### config.mk
export PLATFORM = sky130hd
export DESIGN_NAME = splf_top
export DESIGN_NICKNAME = d
export VERILOG_FILES = /design/src/rtl/splf_pkg.sv /design/src/rtl/splf_top.sv /design/src/rtl/splf_limit_calc.sv /design/src/rtl/splf_rx_classify.sv
export SDC_FILE = /design/constraint.sdc
export NUM_CORES = 1
export LEC_CHECK = 0
export ABC_AREA = 1
export BUFFER_PORTS_ARGS = -buffer_cell sky130_fd_sc_hd__buf_2
export CORE_MARGIN = 2
export CORE_UTILIZATION = 56
export DETAILED_ROUTE_END_ITERATION = 7
export GPL_ROUTABILITY_DRIVEN = 0
export PLACE_DENSITY = 0.76
export REMOVE_ABC_BUFFERS = 1
export SKIP_LAST_GASP = 1
export SLEW_MARGIN = 20
export SYNTH_ARGS = -nofsm -noshare
export SYNTH_HDL_FRONTEND = slang
export SYNTH_HIERARCHICAL = 1
export SYNTH_SLANG_ARGS = --single-unit
### constraint.sdc
create_clock -name aclk -period 4.5 [get_ports aclk]
set_clock_uncertainty 0.1 [all_clocks]
set_input_delay 0.675 -clock aclk [delete_from_list [all_inputs] [get_ports aclk]]
set_output_delay 0.675 -clock aclk [all_outputs]
set_load 0.02 [all_outputs]
### src/rtl/splf_pkg.sv
// Purpose: Shared constants and carrier types of the secure payload limit framer
// Assumes: 32-bit AXI4-Lite register bus, 100 MHz aclk
// Notes:   Every offset, the cfg and mask reset values and every payload figure live here
`default_nettype none
package splf_pkg;
	// ----------------------------------------------------------------
	// Register map (byte addresses)
	// ----------------------------------------------------------------
	localparam logic [7:0] REG_CFG     = 8'h00;
	localparam logic [7:0] REG_LIMIT   = 8'h04;
	localparam logic [7:0] REG_TXREQ   = 8'h08;
	localparam logic [7:0] REG_TXSTAT  = 8'h0C;
	localparam logic [7:0] REG_RXSTAT  = 8'h10;
	localparam logic [7:0] REG_IRQ_ST  = 8'h14;
	localparam logic [7:0] REG_IRQ_MSK = 8'h18;
	localparam logic [7:0] REG_QSTAT   = 8'h1C;
	localparam logic [7:0] REG_KEY0    = 8'h20;
	localparam logic [7:0] REG_KEY3    = 8'h2C;
	localparam logic [31:0] CFG_RESET  = 32'h0000_0000;
	localparam logic [4:0] MASK_RESET  = 5'h00;
	// ----------------------------------------------------------------
	// Field positions
	// ----------------------------------------------------------------
	localparam int CFG_ENC_BIT   = 0;
	localparam int CFG_HDR_LSB   = 1;
	localparam int CFG_API_BIT   = 3;
	localparam int CFG_SRCL_BIT  = 4;
	localparam int CFG_DSTL_BIT  = 5;
	localparam int CFG_CMP_LSB   = 8;
	localparam int TXREQ_BC_BIT  = 8;
	localparam int EV_TX_REJECT  = 0;
	localparam int EV_TX_REFUSED = 1;
	localparam int EV_TX_DONE    = 2;
	localparam int EV_RX_IND     = 3;
	localparam int EV_RX_DROP    = 4;
	localparam int EV_W          = 5;
	// ----------------------------------------------------------------
	// Payload figures, frame codes, levels
	// ----------------------------------------------------------------
	localparam logic [7:0] LIM_BASE       = 8'h74;
	localparam logic [7:0] LIM_LEG_PLAIN  = 8'h64;
	localparam logic [7:0] LIM_LEG_ENC    = 8'h5F;
	localparam logic [7:0] RED_HDR_PLAIN  = 8'h02;
	localparam logic [7:0] RED_HDR_ENC    = 8'h04;
	localparam logic [7:0] RED_ADDR       = 8'h06;
	localparam logic [7:0] RED_SEC        = 8'h05;
	localparam logic [7:0] FT_RX_LONG     = 8'h80;
	localparam logic [7:0] FT_RX_SHORT    = 8'h81;
	localparam logic [7:0] FT_TX_STATUS   = 8'h89;
	localparam logic [7:0] ST_TOO_LARGE   = 8'h4A;
	localparam logic [2:0] SEC_LVL_PLAIN  = 3'h0;
	localparam logic [2:0] SEC_LVL_ENC    = 3'h4;
	localparam logic [2:0] QUEUE_DEPTH    = 3'h4;
	localparam logic [1:0] RESP_OKAY      = 2'h0;
	localparam logic [1:0] RESP_SLVERR    = 2'h2;
	// ----------------------------------------------------------------
	// Carrier types
	// ----------------------------------------------------------------
	typedef struct packed {
		logic [7:0] compat;
		logic       dst_long;
		logic       src_long;
		logic       api_mode;
		logic [1:0] hdr_mode;
		logic       enc_en;
	} splf_cfg_t;
	typedef struct packed {
		logic valid;
		logic enc;
		logic src_long;
		logic hdr_short;
	} splf_rx_t;
	typedef struct packed {
		logic [7:0] len;
		logic       bcast;
		logic       src_long;
		logic [2:0] sec_level;
	} splf_tx_t;
	// Header mode 0 or 3 carries the application header
	function automatic logic has_app_hdr(input logic [1:0] mode);
		return (mode == 2'h0) || (mode == 2'h3);
	endfunction
endpackage
`default_nettype wire

### src/rtl/splf_top.sv
// Purpose: Payload limit checker and transmit framer with AXI4-Lite registers
// Assumes: MAC path and host logic on aclk; tx_done is a one-cycle pulse
// Notes:   Limit, frame choice and queue policy follow the current settings
//
// Local design decisions: the register addresses and the AXI4-Lite register port.
`default_nettype none
module splf_top
	import splf_pkg::*;
(
	input  wire logic         aclk,
	input  wire logic         aresetn,
	input  wire logic [7:0]   s_axi_awaddr,
	input  wire logic         s_axi_awvalid,
	output logic              s_axi_awready,
	input  wire logic [31:0]  s_axi_wdata,
	input  wire logic [3:0]   s_axi_wstrb,
	input  wire logic         s_axi_wvalid,
	output logic              s_axi_wready,
	output logic [1:0]        s_axi_bresp,
	output logic              s_axi_bvalid,
	input  wire logic         s_axi_bready,
	input  wire logic [7:0]   s_axi_araddr,
	input  wire logic         s_axi_arvalid,
	output logic              s_axi_arready,
	output logic [31:0]       s_axi_rdata,
	output logic [1:0]        s_axi_rresp,
	output logic              s_axi_rvalid,
	input  wire logic         s_axi_rready,
	output splf_tx_t          tx_pkt,
	output logic              tx_valid,
	input  wire logic         tx_ready,
	input  wire logic         tx_done,
	input  wire logic         tx_done_bcast,
	input  wire splf_rx_t     rx_in,
	output logic              rx_ind_valid,
	output logic [7:0]        rx_ind_type,
	output logic [127:0]      cipher_key,
	output logic              irq
);
	// ----------------------------------------------------------------
	// Declarations
	// ----------------------------------------------------------------
	typedef enum logic [1:0] {ST_IDLE, ST_ISSUE} splf_tx_state_t;

	splf_tx_state_t state_ff;
	splf_cfg_t      cfg;
	logic [31:0]    cfg_ff;
	logic [31:0]    key_ff [4];
	logic [7:0]     limit;
	logic [2:0]     sec_level;
	logic [7:0]     aw_addr_ff;
	logic [31:0]    w_data_ff;
	logic [3:0]     w_strb_ff;
	logic           aw_have_ff;
	logic           w_have_ff;
	logic           wr_fire;
	logic           treq_ff;
	logic [8:0]     treq_data_ff;
	logic [15:0]    txstat_ff;
	logic [7:0]     rem_ff;
	logic           req_bcast_ff;
	logic [2:0]     inflight_ff;
	logic           bcast_busy_ff;
	logic           can_issue;
	logic           tx_fire;
	logic [7:0]     chunk;
	logic [EV_W-1:0] irq_st_ff;
	logic [EV_W-1:0] irq_msk_ff;
	logic [EV_W-1:0] ev;
	logic [7:0]     drop_cnt_ff;
	logic           rx_drop;
	logic           reject;
	logic           refused;

	// Settings decoded from the configuration word
	assign cfg.enc_en   = cfg_ff[CFG_ENC_BIT];
	assign cfg.hdr_mode = cfg_ff[CFG_HDR_LSB +: 2];
	assign cfg.api_mode = cfg_ff[CFG_API_BIT];
	assign cfg.src_long = cfg_ff[CFG_SRCL_BIT];
	assign cfg.dst_long = cfg_ff[CFG_DSTL_BIT];
	assign cfg.compat   = cfg_ff[CFG_CMP_LSB +: 8];

	// Merge write data under byte strobes
	function automatic logic [31:0] apply_strb(input logic [31:0] old_v,
		input logic [31:0] new_v, input logic [3:0] strb);
		logic [31:0] res;
		res = old_v;
		for (int i = 0; i < 4; i++) begin
			if (strb[i]) begin
				res[8*i +: 8] = new_v[8*i +: 8];
			end
		end
		return res;
	endfunction

	// Address is mapped when it hits one aligned register word
	function automatic logic addr_ok(input logic [7:0] a);
		return (a[1:0] == 2'h0) && (a <= REG_KEY3);
	endfunction

	// ----------------------------------------------------------------
	// Submodules
	// ----------------------------------------------------------------
	splf_limit_calc u_limit (
		.cfg       (cfg),
		.limit     (limit),
		.sec_level (sec_level)
	);

	splf_rx_classify u_rx (
		.aclk         (aclk),
		.aresetn      (aresetn),
		.cfg          (cfg),
		.rx           (rx_in),
		.ind_valid_ff (rx_ind_valid),
		.ind_type_ff  (rx_ind_type),
		.drop_ff      (rx_drop)
	);

	// ----------------------------------------------------------------
	// AXI4-Lite write channel
	// ----------------------------------------------------------------
	assign wr_fire = aw_have_ff && w_have_ff && !s_axi_bvalid;

	// Address and data taken in either order, answer after both
	always_ff @(posedge aclk) begin
		if (!aresetn) begin
			aw_have_ff    <= 1'b0;
			w_have_ff     <= 1'b0;
			aw_addr_ff    <= 8'h00;
			w_data_ff     <= 32'h0000_0000;
			w_strb_ff     <= 4'h0;
			s_axi_awready <= 1'b0;
			s_axi_wready  <= 1'b0;
			s_axi_bvalid  <= 1'b0;
			s_axi_bresp   <= RESP_OKAY;
		end else begin
			s_axi_awready <= !aw_have_ff && !(s_axi_awvalid && s_axi_awready);
			s_axi_wready  <= !w_have_ff && !(s_axi_wvalid && s_axi_wready);
			if (s_axi_awvalid && s_axi_awready) begin
				aw_have_ff <= 1'b1;
				aw_addr_ff <= s_axi_awaddr;
			end
			if (s_axi_wvalid && s_axi_wready) begin
				w_have_ff <= 1'b1;
				w_data_ff <= s_axi_wdata;
				w_strb_ff <= s_axi_wstrb;
			end
			if (wr_fire) begin
				s_axi_bvalid <= 1'b1;
				s_axi_bresp  <= addr_ok(aw_addr_ff) ? RESP_OKAY : RESP_SLVERR;
			end else if (s_axi_bvalid && s_axi_bready) begin
				s_axi_bvalid <= 1'b0;
				aw_have_ff   <= 1'b0;
				w_have_ff    <= 1'b0;
			end
		end
	end

	// Configuration, mask and key registers
	always_ff @(posedge aclk) begin
		if (!aresetn) begin
			cfg_ff     <= CFG_RESET;
			irq_msk_ff <= MASK_RESET;
			for (int i = 0; i < 4; i++) begin
				key_ff[i] <= 32'h0000_0000;
			end
		end else if (wr_fire) begin
			if (aw_addr_ff == REG_CFG) begin
				cfg_ff <= apply_strb(cfg_ff, w_data_ff, w_strb_ff) & 32'h0000_FF3F;
			end
			if (aw_addr_ff == REG_IRQ_MSK) begin
				irq_msk_ff <= w_data_ff[EV_W-1:0];
			end
			for (int i = 0; i < 4; i++) begin
				if (aw_addr_ff == REG_KEY0 + 8'(4 * i)) begin
					key_ff[i] <= apply_strb(key_ff[i], w_data_ff, w_strb_ff);
				end
			end
		end
	end

	// Key words drive the cipher key, word 0 in the low bits
	always_ff @(posedge aclk) begin
		if (!aresetn) begin
			cipher_key <= 128'h0;
		end else begin
			cipher_key <= {key_ff[3], key_ff[2], key_ff[1], key_ff[0]};
		end
	end

	// Transmit request pulse: length in bits 7:0, broadcast in bit 8
	always_ff @(posedge aclk) begin
		if (!aresetn) begin
			treq_ff      <= 1'b0;
			treq_data_ff <= 9'h000;
		end else begin
			treq_ff <= wr_fire && (aw_addr_ff == REG_TXREQ);
			if (wr_fire && (aw_addr_ff == REG_TXREQ)) begin
				treq_data_ff <= w_data_ff[TXREQ_BC_BIT:0];
			end
		end
	end

	// ----------------------------------------------------------------
	// AXI4-Lite read channel
	// ----------------------------------------------------------------
	always_ff @(posedge aclk) begin
		if (!aresetn) begin
			s_axi_arready <= 1'b0;
			s_axi_rvalid  <= 1'b0;
			s_axi_rdata   <= 32'h0000_0000;
			s_axi_rresp   <= RESP_OKAY;
		end else if (s_axi_arvalid && s_axi_arready) begin
			s_axi_arready <= 1'b0;
			s_axi_rvalid  <= 1'b1;
			s_axi_rresp   <= addr_ok(s_axi_araddr) ? RESP_OKAY : RESP_SLVERR;
			case (s_axi_araddr)
				REG_CFG:     s_axi_rdata <= cfg_ff;
				REG_LIMIT:   s_axi_rdata <= {21'h0, sec_level, limit};
				REG_TXREQ:   s_axi_rdata <= {23'h0, treq_data_ff};
				REG_TXSTAT:  s_axi_rdata <= {16'h0, txstat_ff};
				REG_RXSTAT:  s_axi_rdata <= {16'h0, drop_cnt_ff, rx_ind_type};
				REG_IRQ_ST:  s_axi_rdata <= {27'h0, irq_st_ff};
				REG_IRQ_MSK: s_axi_rdata <= {27'h0, irq_msk_ff};
				REG_QSTAT:   s_axi_rdata <= {23'h0, bcast_busy_ff, 5'h0, inflight_ff};
				default:     s_axi_rdata <= 32'h0000_0000;
			endcase
		end else if (s_axi_rvalid && s_axi_rready) begin
			s_axi_rvalid <= 1'b0;
		end else if (!s_axi_rvalid) begin
			s_axi_arready <= 1'b1;
		end
	end

	// ----------------------------------------------------------------
	// Transmit engine
	// ----------------------------------------------------------------
	// Legacy allows one packet in flight; else a queue with broadcast aside
	always_comb begin
		if (cfg.compat[0]) begin
			can_issue = (inflight_ff == 3'h0) && !bcast_busy_ff;
		end else if (req_bcast_ff) begin
			can_issue = !bcast_busy_ff;
		end else begin
			can_issue = inflight_ff < QUEUE_DEPTH;
		end
		chunk = (rem_ff > limit) ? limit : rem_ff;
	end

	assign tx_fire = tx_valid && tx_ready;
	assign reject  = treq_ff && (state_ff == ST_IDLE) && cfg.api_mode
		&& (treq_data_ff[7:0] > limit);
	assign refused = treq_ff && (state_ff != ST_IDLE);

	// Accept, reject or split requests into packets for the MAC
	always_ff @(posedge aclk) begin
		if (!aresetn) begin
			state_ff     <= ST_IDLE;
			rem_ff       <= 8'h00;
			req_bcast_ff <= 1'b0;
			tx_valid     <= 1'b0;
			tx_pkt       <= '0;
		end else begin
			case (state_ff)
				ST_IDLE: begin
					if (treq_ff && !reject && (treq_data_ff[7:0] != 8'h00)) begin
						rem_ff       <= treq_data_ff[7:0];
						req_bcast_ff <= treq_data_ff[TXREQ_BC_BIT];
						state_ff     <= ST_ISSUE;
					end
				end
				ST_ISSUE: begin
					if (tx_fire) begin
						tx_valid <= 1'b0;
						rem_ff   <= rem_ff - tx_pkt.len;
						if (rem_ff == tx_pkt.len) begin
							state_ff <= ST_IDLE;
						end
					end else if (!tx_valid && can_issue) begin
						tx_valid         <= 1'b1;
						tx_pkt.len       <= chunk;
						tx_pkt.bcast     <= req_bcast_ff;
						tx_pkt.src_long  <= cfg.src_long || cfg.enc_en;
						tx_pkt.sec_level <= sec_level;
					end
				end
				default: state_ff <= ST_IDLE;
			endcase
		end
	end

	// Transmit status frame for an oversize request
	always_ff @(posedge aclk) begin
		if (!aresetn) begin
			txstat_ff <= 16'h0000;
		end else if (reject) begin
			txstat_ff <= {FT_TX_STATUS, ST_TOO_LARGE};
		end
	end

	// Count packets in flight by kind
	always_ff @(posedge aclk) begin
		if (!aresetn) begin
			inflight_ff   <= 3'h0;
			bcast_busy_ff <= 1'b0;
		end else begin
			if (tx_fire && tx_pkt.bcast) begin
				bcast_busy_ff <= 1'b1;
			end else if (tx_done && tx_done_bcast) begin
				bcast_busy_ff <= 1'b0;
			end
			case ({tx_fire && !tx_pkt.bcast, tx_done && !tx_done_bcast && inflight_ff != 3'h0})
				2'b10:   inflight_ff <= inflight_ff + 3'h1;
				2'b01:   inflight_ff <= inflight_ff - 3'h1;
				default: inflight_ff <= inflight_ff;
			endcase
		end
	end

	// ----------------------------------------------------------------
	// Interrupts and receive statistics
	// ----------------------------------------------------------------
	assign ev[EV_TX_REJECT]  = reject;
	assign ev[EV_TX_REFUSED] = refused;
	assign ev[EV_TX_DONE]    = tx_done;
	assign ev[EV_RX_IND]     = rx_ind_valid;
	assign ev[EV_RX_DROP]    = rx_drop;

	// Sticky status, write one to clear, a new event wins
	always_ff @(posedge aclk) begin
		if (!aresetn) begin
			irq_st_ff <= '0;
			irq       <= 1'b0;
		end else begin
			if (wr_fire && aw_addr_ff == REG_IRQ_ST) begin
				irq_st_ff <= (irq_st_ff & ~w_data_ff[EV_W-1:0]) | ev;
			end else begin
				irq_st_ff <= irq_st_ff | ev;
			end
			irq <= |(irq_st_ff & irq_msk_ff);
		end
	end

	// Dropped packet counter, saturating
	always_ff @(posedge aclk) begin
		if (!aresetn) begin
			drop_cnt_ff <= 8'h00;
		end else if (rx_drop && drop_cnt_ff != 8'hFF) begin
			drop_cnt_ff <= drop_cnt_ff + 8'h01;
		end
	end

	// ----------------------------------------------------------------
	// Checks
	// ----------------------------------------------------------------
	oversize_status_a: assert property (@(posedge aclk) disable iff (!aresetn)
		reject |=> txstat_ff == {FT_TX_STATUS, ST_TOO_LARGE} && state_ff == ST_IDLE)
		else $error("oversize request did not yield status frame");
	exact_accept_a: assert property (@(posedge aclk) disable iff (!aresetn)
		treq_ff && state_ff == ST_IDLE && treq_data_ff[7:0] == limit
		&& limit != 8'h00 |=> state_ff == ST_ISSUE)
		else $error("request at the exact limit was not accepted");
	legacy_single_a: assert property (@(posedge aclk) disable iff (!aresetn)
		cfg.compat[0] && $rose(tx_valid) |-> $past(inflight_ff) == 3'h0)
		else $error("legacy mode issued with a packet in flight");
	queue_bound_a: assert property (@(posedge aclk) disable iff (!aresetn)
		inflight_ff <= QUEUE_DEPTH)
		else $error("unicast queue exceeded its depth");
	enc_src_long_a: assert property (@(posedge aclk) disable iff (!aresetn)
		$rose(tx_valid) && $past(cfg.enc_en) |-> tx_pkt.src_long
		&& tx_pkt.sec_level == SEC_LVL_ENC)
		else $error("encrypted packet sent without long source or level 4");
	chunk_limit_a: assert property (@(posedge aclk) disable iff (!aresetn)
		$rose(tx_valid) |-> tx_pkt.len <= $past(limit) && tx_pkt.len != 8'h00)
		else $error("packet larger than payload limit");
	tx_hold_a: assert property (@(posedge aclk) disable iff (!aresetn)
		tx_valid && !tx_ready |=> tx_valid && $stable(tx_pkt))
		else $error("transmit packet dropped before taken");
	legacy_limit_a: assert property (@(posedge aclk) disable iff (!aresetn)
		cfg.compat[0] |-> limit == (cfg.enc_en ? LIM_LEG_ENC : LIM_LEG_PLAIN))
		else $error("legacy limit wrong");
	base_limit_a: assert property (@(posedge aclk) disable iff (!aresetn)
		!cfg.compat[0] && !cfg.enc_en && !cfg.src_long && !cfg.dst_long
		&& !has_app_hdr(cfg.hdr_mode) |-> limit == LIM_BASE)
		else $error("base limit wrong");
	enc_limit_a: assert property (@(posedge aclk) disable iff (!aresetn)
		!cfg.compat[0] && cfg.enc_en && !cfg.dst_long && has_app_hdr(cfg.hdr_mode)
		|-> limit == LIM_BASE - RED_HDR_ENC - RED_ADDR - RED_SEC)
		else $error("encrypted limit wrong");
	irq_level_a: assert property (@(posedge aclk) disable iff (!aresetn)
		|(irq_st_ff & irq_msk_ff) |=> irq)
		else $error("unmasked event did not raise interrupt");
	reject_c: cover property (@(posedge aclk) disable iff (!aresetn) reject);
	split_c: cover property (@(posedge aclk) disable iff (!aresetn)
		tx_fire && state_ff == ST_ISSUE && rem_ff != tx_pkt.len);
	legacy_send_c: cover property (@(posedge aclk) disable iff (!aresetn)
		tx_fire && cfg.compat[0]);
endmodule
`default_nettype wire

### src/rtl/splf_limit_calc.sv
// Purpose: Computes the maximum payload and security level from the settings
// Assumes: Pure combinational, settings stable in the aclk domain
// Notes:   No integrity field is ever counted
`default_nettype none
module splf_limit_calc
	import splf_pkg::*;
(
	input  wire splf_cfg_t  cfg,
	output logic [7:0]      limit,
	output logic [2:0]      sec_level
);
	logic [7:0] red_hdr;
	logic [7:0] red_src;
	logic [7:0] red_dst;
	logic [7:0] red_sec;

	// Individual reductions; no integrity length term exists
	always_comb begin
		red_hdr = 8'h00;
		if (has_app_hdr(cfg.hdr_mode)) begin
			red_hdr = cfg.enc_en ? RED_HDR_ENC : RED_HDR_PLAIN;
		end
		red_src = (cfg.src_long || cfg.enc_en) ? RED_ADDR : 8'h00;
		red_dst = cfg.dst_long ? RED_ADDR : 8'h00;
		red_sec = cfg.enc_en ? RED_SEC : 8'h00;
	end

	// Legacy mode overrides every other reduction
	always_comb begin
		if (cfg.compat[0]) begin
			limit = cfg.enc_en ? LIM_LEG_ENC : LIM_LEG_PLAIN;
		end else begin
			limit = LIM_BASE - red_hdr - red_src - red_dst - red_sec;
		end
		sec_level = cfg.enc_en ? SEC_LVL_ENC : SEC_LVL_PLAIN;
	end
endmodule
`default_nettype wire

### src/rtl/splf_rx_classify.sv
// Purpose: Chooses the receive indication frame or suppresses received data
// Assumes: rx.valid is a one-cycle pulse from the MAC path on aclk
// Notes:   ind_type_ff updates only on an accepted rx.valid; valid and drop flops every cycle
`default_nettype none
module splf_rx_classify
	import splf_pkg::*;
(
	input  wire logic       aclk,
	input  wire logic       aresetn,
	input  wire splf_cfg_t  cfg,
	input  wire splf_rx_t   rx,
	output logic            ind_valid_ff,
	output logic [7:0]      ind_type_ff,
	output logic            drop_ff
);
	logic [7:0] nxt_type;

	// Frame type from source address kind and header presence
	always_comb begin
		if (!cfg.enc_en || has_app_hdr(cfg.hdr_mode)) begin
			nxt_type = rx.hdr_short ? FT_RX_SHORT : FT_RX_LONG;
		end else begin
			nxt_type = FT_RX_LONG;
		end
	end

	// Register indication or drop on each received packet
	always_ff @(posedge aclk) begin
		if (!aresetn) begin
			ind_valid_ff <= 1'b0;
			ind_type_ff  <= 8'h00;
			drop_ff      <= 1'b0;
		end else begin
			ind_valid_ff <= rx.valid && (rx.enc == cfg.enc_en);
			drop_ff      <= rx.valid && (rx.enc != cfg.enc_en);
			if (rx.valid && (rx.enc == cfg.enc_en)) begin
				ind_type_ff <= nxt_type;
			end
		end
	end

	// Checks on the receive choice
	rx_suppress_a: assert property (@(posedge aclk) disable iff (!aresetn)
		rx.valid && (rx.enc != cfg.enc_en) |=> !ind_valid_ff && drop_ff)
		else $error("mismatched sender encryption was not suppressed");
	rx_nohdr_type_a: assert property (@(posedge aclk) disable iff (!aresetn)
		rx.valid && rx.enc && cfg.enc_en && !has_app_hdr(cfg.hdr_mode)
		|=> ind_type_ff == FT_RX_LONG)
		else $error("encrypted packet without header not typed long");
	rx_short_type_a: assert property (@(posedge aclk) disable iff (!aresetn)
		rx.valid && !rx.enc && !cfg.enc_en && rx.hdr_short
		|=> ind_valid_ff && ind_type_ff == FT_RX_SHORT)
		else $error("plain short-source packet not typed short");
	rx_drop_c: cover property (@(posedge aclk) disable iff (!aresetn) drop_ff);
endmodule
`default_nettype wire

Word-level counts from Yosys, hierarchy flattened
Memory sizes are Yosys's and may differ from the RTL's.
Cells that the tools add are included.
{"block": "op_classes", "n_reduce_logical": 71, "order_cmp": 5, "bitwise_logic": 13, "mux": 124, "addsub": 8, "n_eq_ne": 25}
{"op": "$mux 8", "count": 70}
{"op": "$mux 32", "count": 4}
{"op": "$pmux 16 s8", "count": 1}
{"op": "$eq 8x5->1 const B", "count": 6}
{"op": "$mux 1", "count": 34}
{"op": "$eq 8x6->1 const B", "count": 4}
{"op": "$sub 8x8->8", "count": 4}
{"op": "$logic_and 1x1->1", "count": 30}
{"op": "$eq 8x4->1 const B", "count": 3}
{"op": "$gt 8x8->1", "count": 2}
{"op": "$le 8x6->1 const B", "count": 2}
{"op": "$logic_not 8->1", "count": 2}
{"op": "$pmux 8 s2", "count": 1}
{"op": "$mux 3", "count": 5}
{"op": "$reduce_and 3->1", "count": 5}
{"op": "$reduce_bool 2->1", "count": 7}
{"op": "$logic_not 1->1", "count": 11}
{"op": "$and 5x5->5", "count": 2}
{"op": "$mux 2", "count": 5}
{"op": "$or 5x5->5", "count": 2}
{"op": "$add 8x1->8 const B", "count": 1}
{"op": "$eq 8x3->1 const B", "count": 1}
{"op": "$eq 8x8->1", "count": 1}
{"op": "$logic_not 2->1", "count": 4}
{"op": "25 further kinds", "count": 39}
{"block": "word_totals", "memories": 1, "out_inout_bits": 193, "regBits": 298, "word_cells": 283, "mem_bits_rw": 128}
{"memory": "key_ff", "depth": 4, "word_bits": 32, "rd": 4, "rd_clocked_by_memory_dff": 0, "wr": 4, "line": "splf_top.sv:48", "source": "logic [31:0] key_ff [4];"}

Longest topological paths before layout
{"block": "depth", "ltp_word": 15, "mapped_depth": 27, "ltp_nobuf": 26}

Cells and area by module
The synthesis kept the hierarchy.
{"mod": "splf_top", "cells_each": 1656, "seq_area_each_um2": 9228.9, "area_per_inst_um2": 14888.0, "instances": 1}
{"mod": "splf_limit_calc", "cells_each": 55, "seq_area_each_um2": 0.0, "area_per_inst_um2": 345.3, "instances": 1}
{"mod": "splf_rx_classify", "cells_each": 32, "seq_area_each_um2": 80.1, "area_per_inst_um2": 221.5, "instances": 1}

Worst setup path after synthesis
Ideal clock, no wire load.
{"block": "synth_timing", "path_kind": "reg-to-reg", "startpoint": "register cfg_ff[0]", "endpoint": "register rem_ff[2]", "n_path_buf": 2, "path_slack_ns": 0.583, "path_stages_with_launch": 22, "setup_ns": 0.115, "period_less_slack_ns": 3.917, "arrival_ns": 3.702, "cell_sequence": "dfxtp_1 buf_6 or2_4 fa_1 fa_1 ha_1 fa_1 nand2_1 nand2_1 inv_1 ha_1 nand2_1 inv_1 nand2_1 nand2_1 nand2_1 nand2_1 nand2_1 nand2_2 buf_4 a21oi_1 nor2_1"}
{"block": "synth_between", "elab_chain_cells": 14, "elab_cells_between_ends": 18, "cone_classes": "add/sub (4); order compare (1); eq/ne (1); mux (6); reduce/logical (6)"}
{"item": "start: declaration", "line": "splf_top.sv:47", "source": "logic [31:0] cfg_ff;"}
{"item": "start signal: assignment", "line": "splf_top.sv:170", "source": "cfg_ff <= apply_strb(cfg_ff, w_data_ff, w_strb_ff) & 32'h0000_FF3F;"}
{"item": "$mux 3", "line": "splf_limit_calc.sv:21", "source": "red_hdr = cfg.enc_en ? RED_HDR_ENC : RED_HDR_PLAIN;"}
{"item": "$mux 8", "line": "splf_limit_calc.sv:20", "source": "if (has_app_hdr(cfg.hdr_mode)) begin"}
{"item": "$sub 7x8->8", "line": "splf_limit_calc.sv:33", "source": "limit = LIM_BASE - red_hdr - red_src - red_dst - red_sec;"}
{"item": "$sub 8x8->8 (3 in a row)", "line": "splf_limit_calc.sv:33"}
{"item": "$mux 8 *", "line": "splf_limit_calc.sv:30", "source": "if (cfg.compat[0]) begin"}
{"item": "net limit[3]", "line": "splf_top.sv:49", "source": "logic [7:0] limit;"}
{"item": "$gt 8x8->1 *", "line": "splf_top.sv:253", "source": "&& (treq_data_ff[7:0] > limit);"}
{"item": "$logic_and 1x1->1 *", "line": "splf_top.sv:253"}
{"item": "$logic_not 1->1 *", "line": "splf_top.sv:267", "source": "if (treq_ff && !reject && (treq_data_ff[7:0] != 8'h00)) begin"}
{"item": "$logic_and 1x1->1 * (2 in a row)", "line": "splf_top.sv:267"}
{"item": "$ne 2x1->1 (no source line) *"}
{"item": "$reduce_and 3->1 (no source line) *"}
{"item": "end signal: assignment", "line": "splf_top.sv:268", "source": "rem_ff <= treq_data_ff[7:0];"}
{"item": "end signal: assignment", "line": "splf_top.sv:276", "source": "rem_ff <= rem_ff - tx_pkt.len;"}
{"item": "end: declaration", "line": "splf_top.sv:60", "source": "logic [7:0] rem_ff;"}
Mark *: on every way through the listed nets, which the timed path passes. The rest lies on a longest branch.
A chain may end at the register's enable or synchronous reset.

Final worst setup path
{"block": "layout_timing", "startpoint": "register cfg_ff[0]", "endpoint": "register tx_pkt[10] (netlist bit)"}
{"block": "layout_between", "elab_chain_cells": 9, "elab_cells_between_ends": 13, "cone_classes": "add/sub (4); order compare (1); mux (7); reduce/logical (1)"}
{"item": "$mux 3", "line": "splf_limit_calc.sv:21"}
{"item": "$mux 8", "line": "splf_limit_calc.sv:20"}
{"item": "$sub 7x8->8", "line": "splf_limit_calc.sv:33"}
{"item": "$sub 8x8->8 (3 in a row)", "line": "splf_limit_calc.sv:33"}
{"item": "$mux 8 *", "line": "splf_limit_calc.sv:30"}
{"item": "net limit[4]", "line": "splf_top.sv:49"}
{"item": "$gt 8x8->1 *", "line": "splf_top.sv:248", "source": "chunk = (rem_ff > limit) ? limit : rem_ff;"}
{"item": "$mux 8 *", "line": "splf_top.sv:248"}
{"item": "end: declaration", "line": "splf_top.sv:29", "source": "output splf_tx_t tx_pkt,"}
Marks and branches as above.

==> qor.yml <==
job:
  cap_violations: 0
place:
  port_buffers: 233
  placed_cells: 2270
  dp_hpwl_mm: 25.8
clocking:
  cts.sinks: 401
  cts_max_level: 2
  clock_tree.root_cell: "clkbuf_16"
  clk_pin_slew_ps: 60
  postCtsSetupBuffers: 0
  clkLatencyLatePin_ps: 540
  postCtsHoldBufs: 0
  cts_buffer_depth: 3
  cts_tree: "yes"
  cts_resized: 0
  numCtsBuffers: 41
drt:
  antenna_left: 0
  vias_per_cell: 5.15
  wire_per_inst_um: 15.8
  dr.pass1.iters: 5
  drtIter0Drc: 973
  wirelength_mm: 37.2
  drc: 0
  via_count: 12100
timing:
  fin_crit_sh_pct: 91.1
  worst_pin_slew_ps: 1040
  grt_setup_unrepaired: "no"
  max_slew_margin_pct: 30.1
  finalSetupViolCount: 0
  holdWs_ps: 294
  final-max-slew-violation-count: 0
  hold_violations: 0
  period_needed_ps: 4100
  tns_ps: 0
  fmax_mhz: 244
synth:
  synth_compound_area_share_pct: 9.50
  ys_types: 40
  synth-simple-area-share_pct: 16.6
  synth_fa_ha_area_share_pct: 3.00
  synth_top_family_by_area: "simple AND/OR/NAND/NOR gates"
  seq_area_frac_synth_pct: 60.2
  synth_xor_area_share_pct: 0.283
  avgSynthCellArea_um2: 8.87
  syn_inst: 1743
  synthMuxAreaShare_pct: 0
  synth_area_um2: 15500
  synth_warnings: 6
  ys_ff_latch: 401
power:
  vdd_drop_max_v: 0.000301
  cellPowerDensity_nw_per_um2: 418
  power.leakage_nw: 8.89
die:
  num_io_pins: 259
  core_um2: 27000
  die-height_um: 170
  design.die.area_um2: 28900
  die-width_um: 170
  rows: 60
  start_util_pct: 57.2
layout:
  fill_cells: 2115
  diodes: 0
  layout-drive-gt1-share_pct: 17.3
  multi_input_area_um2: 4660
  syn_to_final_growth_pct: 17.5
  finalNonFillerCells: 2346
  seq_area_um2: 9310
  final_nets: 2072
global_routing:
  grt_pass1_vias: 11200
  grt_use_total_pct: 25.1
  overflow: 0
  grt_max_degree: 79
  antenna_found_initial: 0
  grt_first_pass_wirelength_mm: 57.4
min_path:
  hold_start: "rx_in[0]"
  hp-class: "in -> reg"
  holdPathEnd: "u_rx/ind_type_ff[0]"
  hold_depth: 3
outcome:
  status: "finished clean"
worst_setup_path:
  rr_worst_depth: 21
  start_kind: "flip-flop"
  cp-end-kind: "flip-flop"
  crit_fanout: 9
  arrival_ps: 4470
  r2r-end: "tx_pkt[10]"
  timing.reg2reg.setup_slack_ps: 400
  path_class: "reg -> reg"
  cp.required_ps: 4870
  reg2reg_from: "cfg_ff[0]"
[critical path, stage by stage (launching register included)]
cell and delay, ps:
dfxtp_1 360, or2_4 290, nand2_1 80, inv_1 50, ha_1 270, inv_1 60
fa_1 470, ha_1 240, fa_1 390, nand3_1 80, nand3_1 80, nand2_1 100
inv_1 90, ha_1 280, nand2_1 40, nor2_1 130, nand4_1 310, nand2_1 340
nand2_1 90, nand3_1 80, nand2_1 60, inv_1 50
[synth_stat cells]
library cell	instances	share of area, %
a21o_1	1	0.049
a21oi_1	136	4.4
a221oi_1	1	0.057
a22o_1	4	0.23
a31oi_1	2	0.081
and3_1	2	0.081
buf_2	8	0.26
buf_4	33	1.6
buf_6	1	0.073
clkbuf_1	50	1.2
clkinv_1	1	0.024
conb_1	4	0.097
dfxtp_1	273	35
edfxtp_1	128	25
fa_1	5	0.65
ha_1	29	2.3
inv_1	291	7.1
inv_2	3	0.073
nand2_1	333	8.1
nand2_2	3	0.12
nand3_1	63	2.0
nand3_2	3	0.19
nand3b_1	2	0.097
nand4_1	12	0.49
nor2_1	189	4.6
nor2_2	3	0.12
nor3_1	7	0.23
nor3_2	3	0.19
nor3_4	1	0.11
nor3b_1	1	0.049
nor4_1	1	0.041
o21a_1	2	0.097
o21ai_0	135	4.4
o21ai_1	1	0.032
o21ai_2	1	0.057
o21bai_1	1	0.049
o22ai_1	2	0.081
or2_2	2	0.081
or2_4	1	0.057
xor2_1	5	0.28
[report_power, final]
| group | switching, mW | total [mW] | internal (mW) |
|---|---|---|---|
| sequential | 0.0424 | 3.89 | 3.84 |
| clock | 1.40 | 3.28 | 1.88 |
| combinational | 0.316 | 0.427 | 0.111 |
| total | 1.76 | 7.60 | 5.84 |
[through the flow]
stage	util, %	area, um2	worst slack [ps]	power, mW
4_1_cts	67.2	18200	471	7.63
5_1_grt	67.2	18200	51.1	7.84
6_report	67.2	18200	400	7.60
3_5_place_dp	62.3	16800	482	4.39
3_3_place_gp	62.3	16800	575	4.37
2_1_floorplan	-	15100	621	4.19
[placed cells by master, fill, tap and decap left out, drive strengths merged, types with 3 or more instances in the layout]
cell type	n
nand2	336
inv	297
dfxtp	273
buf	254
nor2	192
o21ai	137
a21oi	136
edfxtp	128
nand3	66
clkbuf	57
ha	29
conb	28
clkinv	16
nand4	12
nor3	11
xor2	5
fa	5
a22o	4
or2	3
[flip-flops by register name, summed over array words and instances, names as in the netlist, 4 cells and up]
register      count
aw_addr_ff        8
cfg_ff           14
cipher_key      128
drop_cnt_ff       8
irq_msk_ff        5
irq_st_ff         5
key_ff          128
rem_ff            8
s_axi_rdata      16
treq_data_ff      9
tx_pkt           13
w_data_ff        32
w_strb_ff         4
[routing by layer]
| layer | global-route usage [%] | part of all wire (%) | wire (um) |
|---|---|---|---|
| met1 | 34.5 | 43 | 16000 |
| met2 | 40.8 | 46 | 17200 |
| met3 | 4.09 | 7.8 | 2890 |
| met4 | 8.55 | 2.8 | 1050 |
| met5 | 0 | 0 | 0 |
[worst max-delay path by stage]
stage	endpoint	startpoint	depth (start not counted)	slack, ps
final	tx_pkt[10]	cfg_ff[0]	21	400
after global routing	tx_pkt[6]	cfg_ff[0]	21	50
after CTS	state_ff[0]	cfg_ff[0]	17	470
after detailed placement	state_ff[0]	cfg_ff[0]	17	480
after global placement	rem_ff[2]	cfg_ff[0]	19	570
after floorplan	tx_pkt[10]	cfg_ff[0]	18	620
[cell type report]
class                           count  area share [%]
Sequential cell                   401            51.3
Multi-Input combinational cell    979            25.6
Timing Repair Buffer              254            7.33
Clock buffer                       57            6.59
Inverter                          295            6.10
Tap cell                          341            2.35
Clock inverter                     19           0.717
[cell families (layout without fill, tap and decap cells)]
| logic type | Yosys count | after routing |
|---|---|---|
| XOR/XNOR | 5 | 5 |
| other | 4 | 28 |
| AO/OA/AOI/OAI | 286 | 286 |
| adder cells (fa/ha/maj) | 34 | 34 |
| buffers and inverters | 387 | 625 |
| flip-flops | 401 | 401 |
| AND/OR/NAND/NOR | 626 | 626 |
No activity file was read; power rests on OpenSTA's default activity.
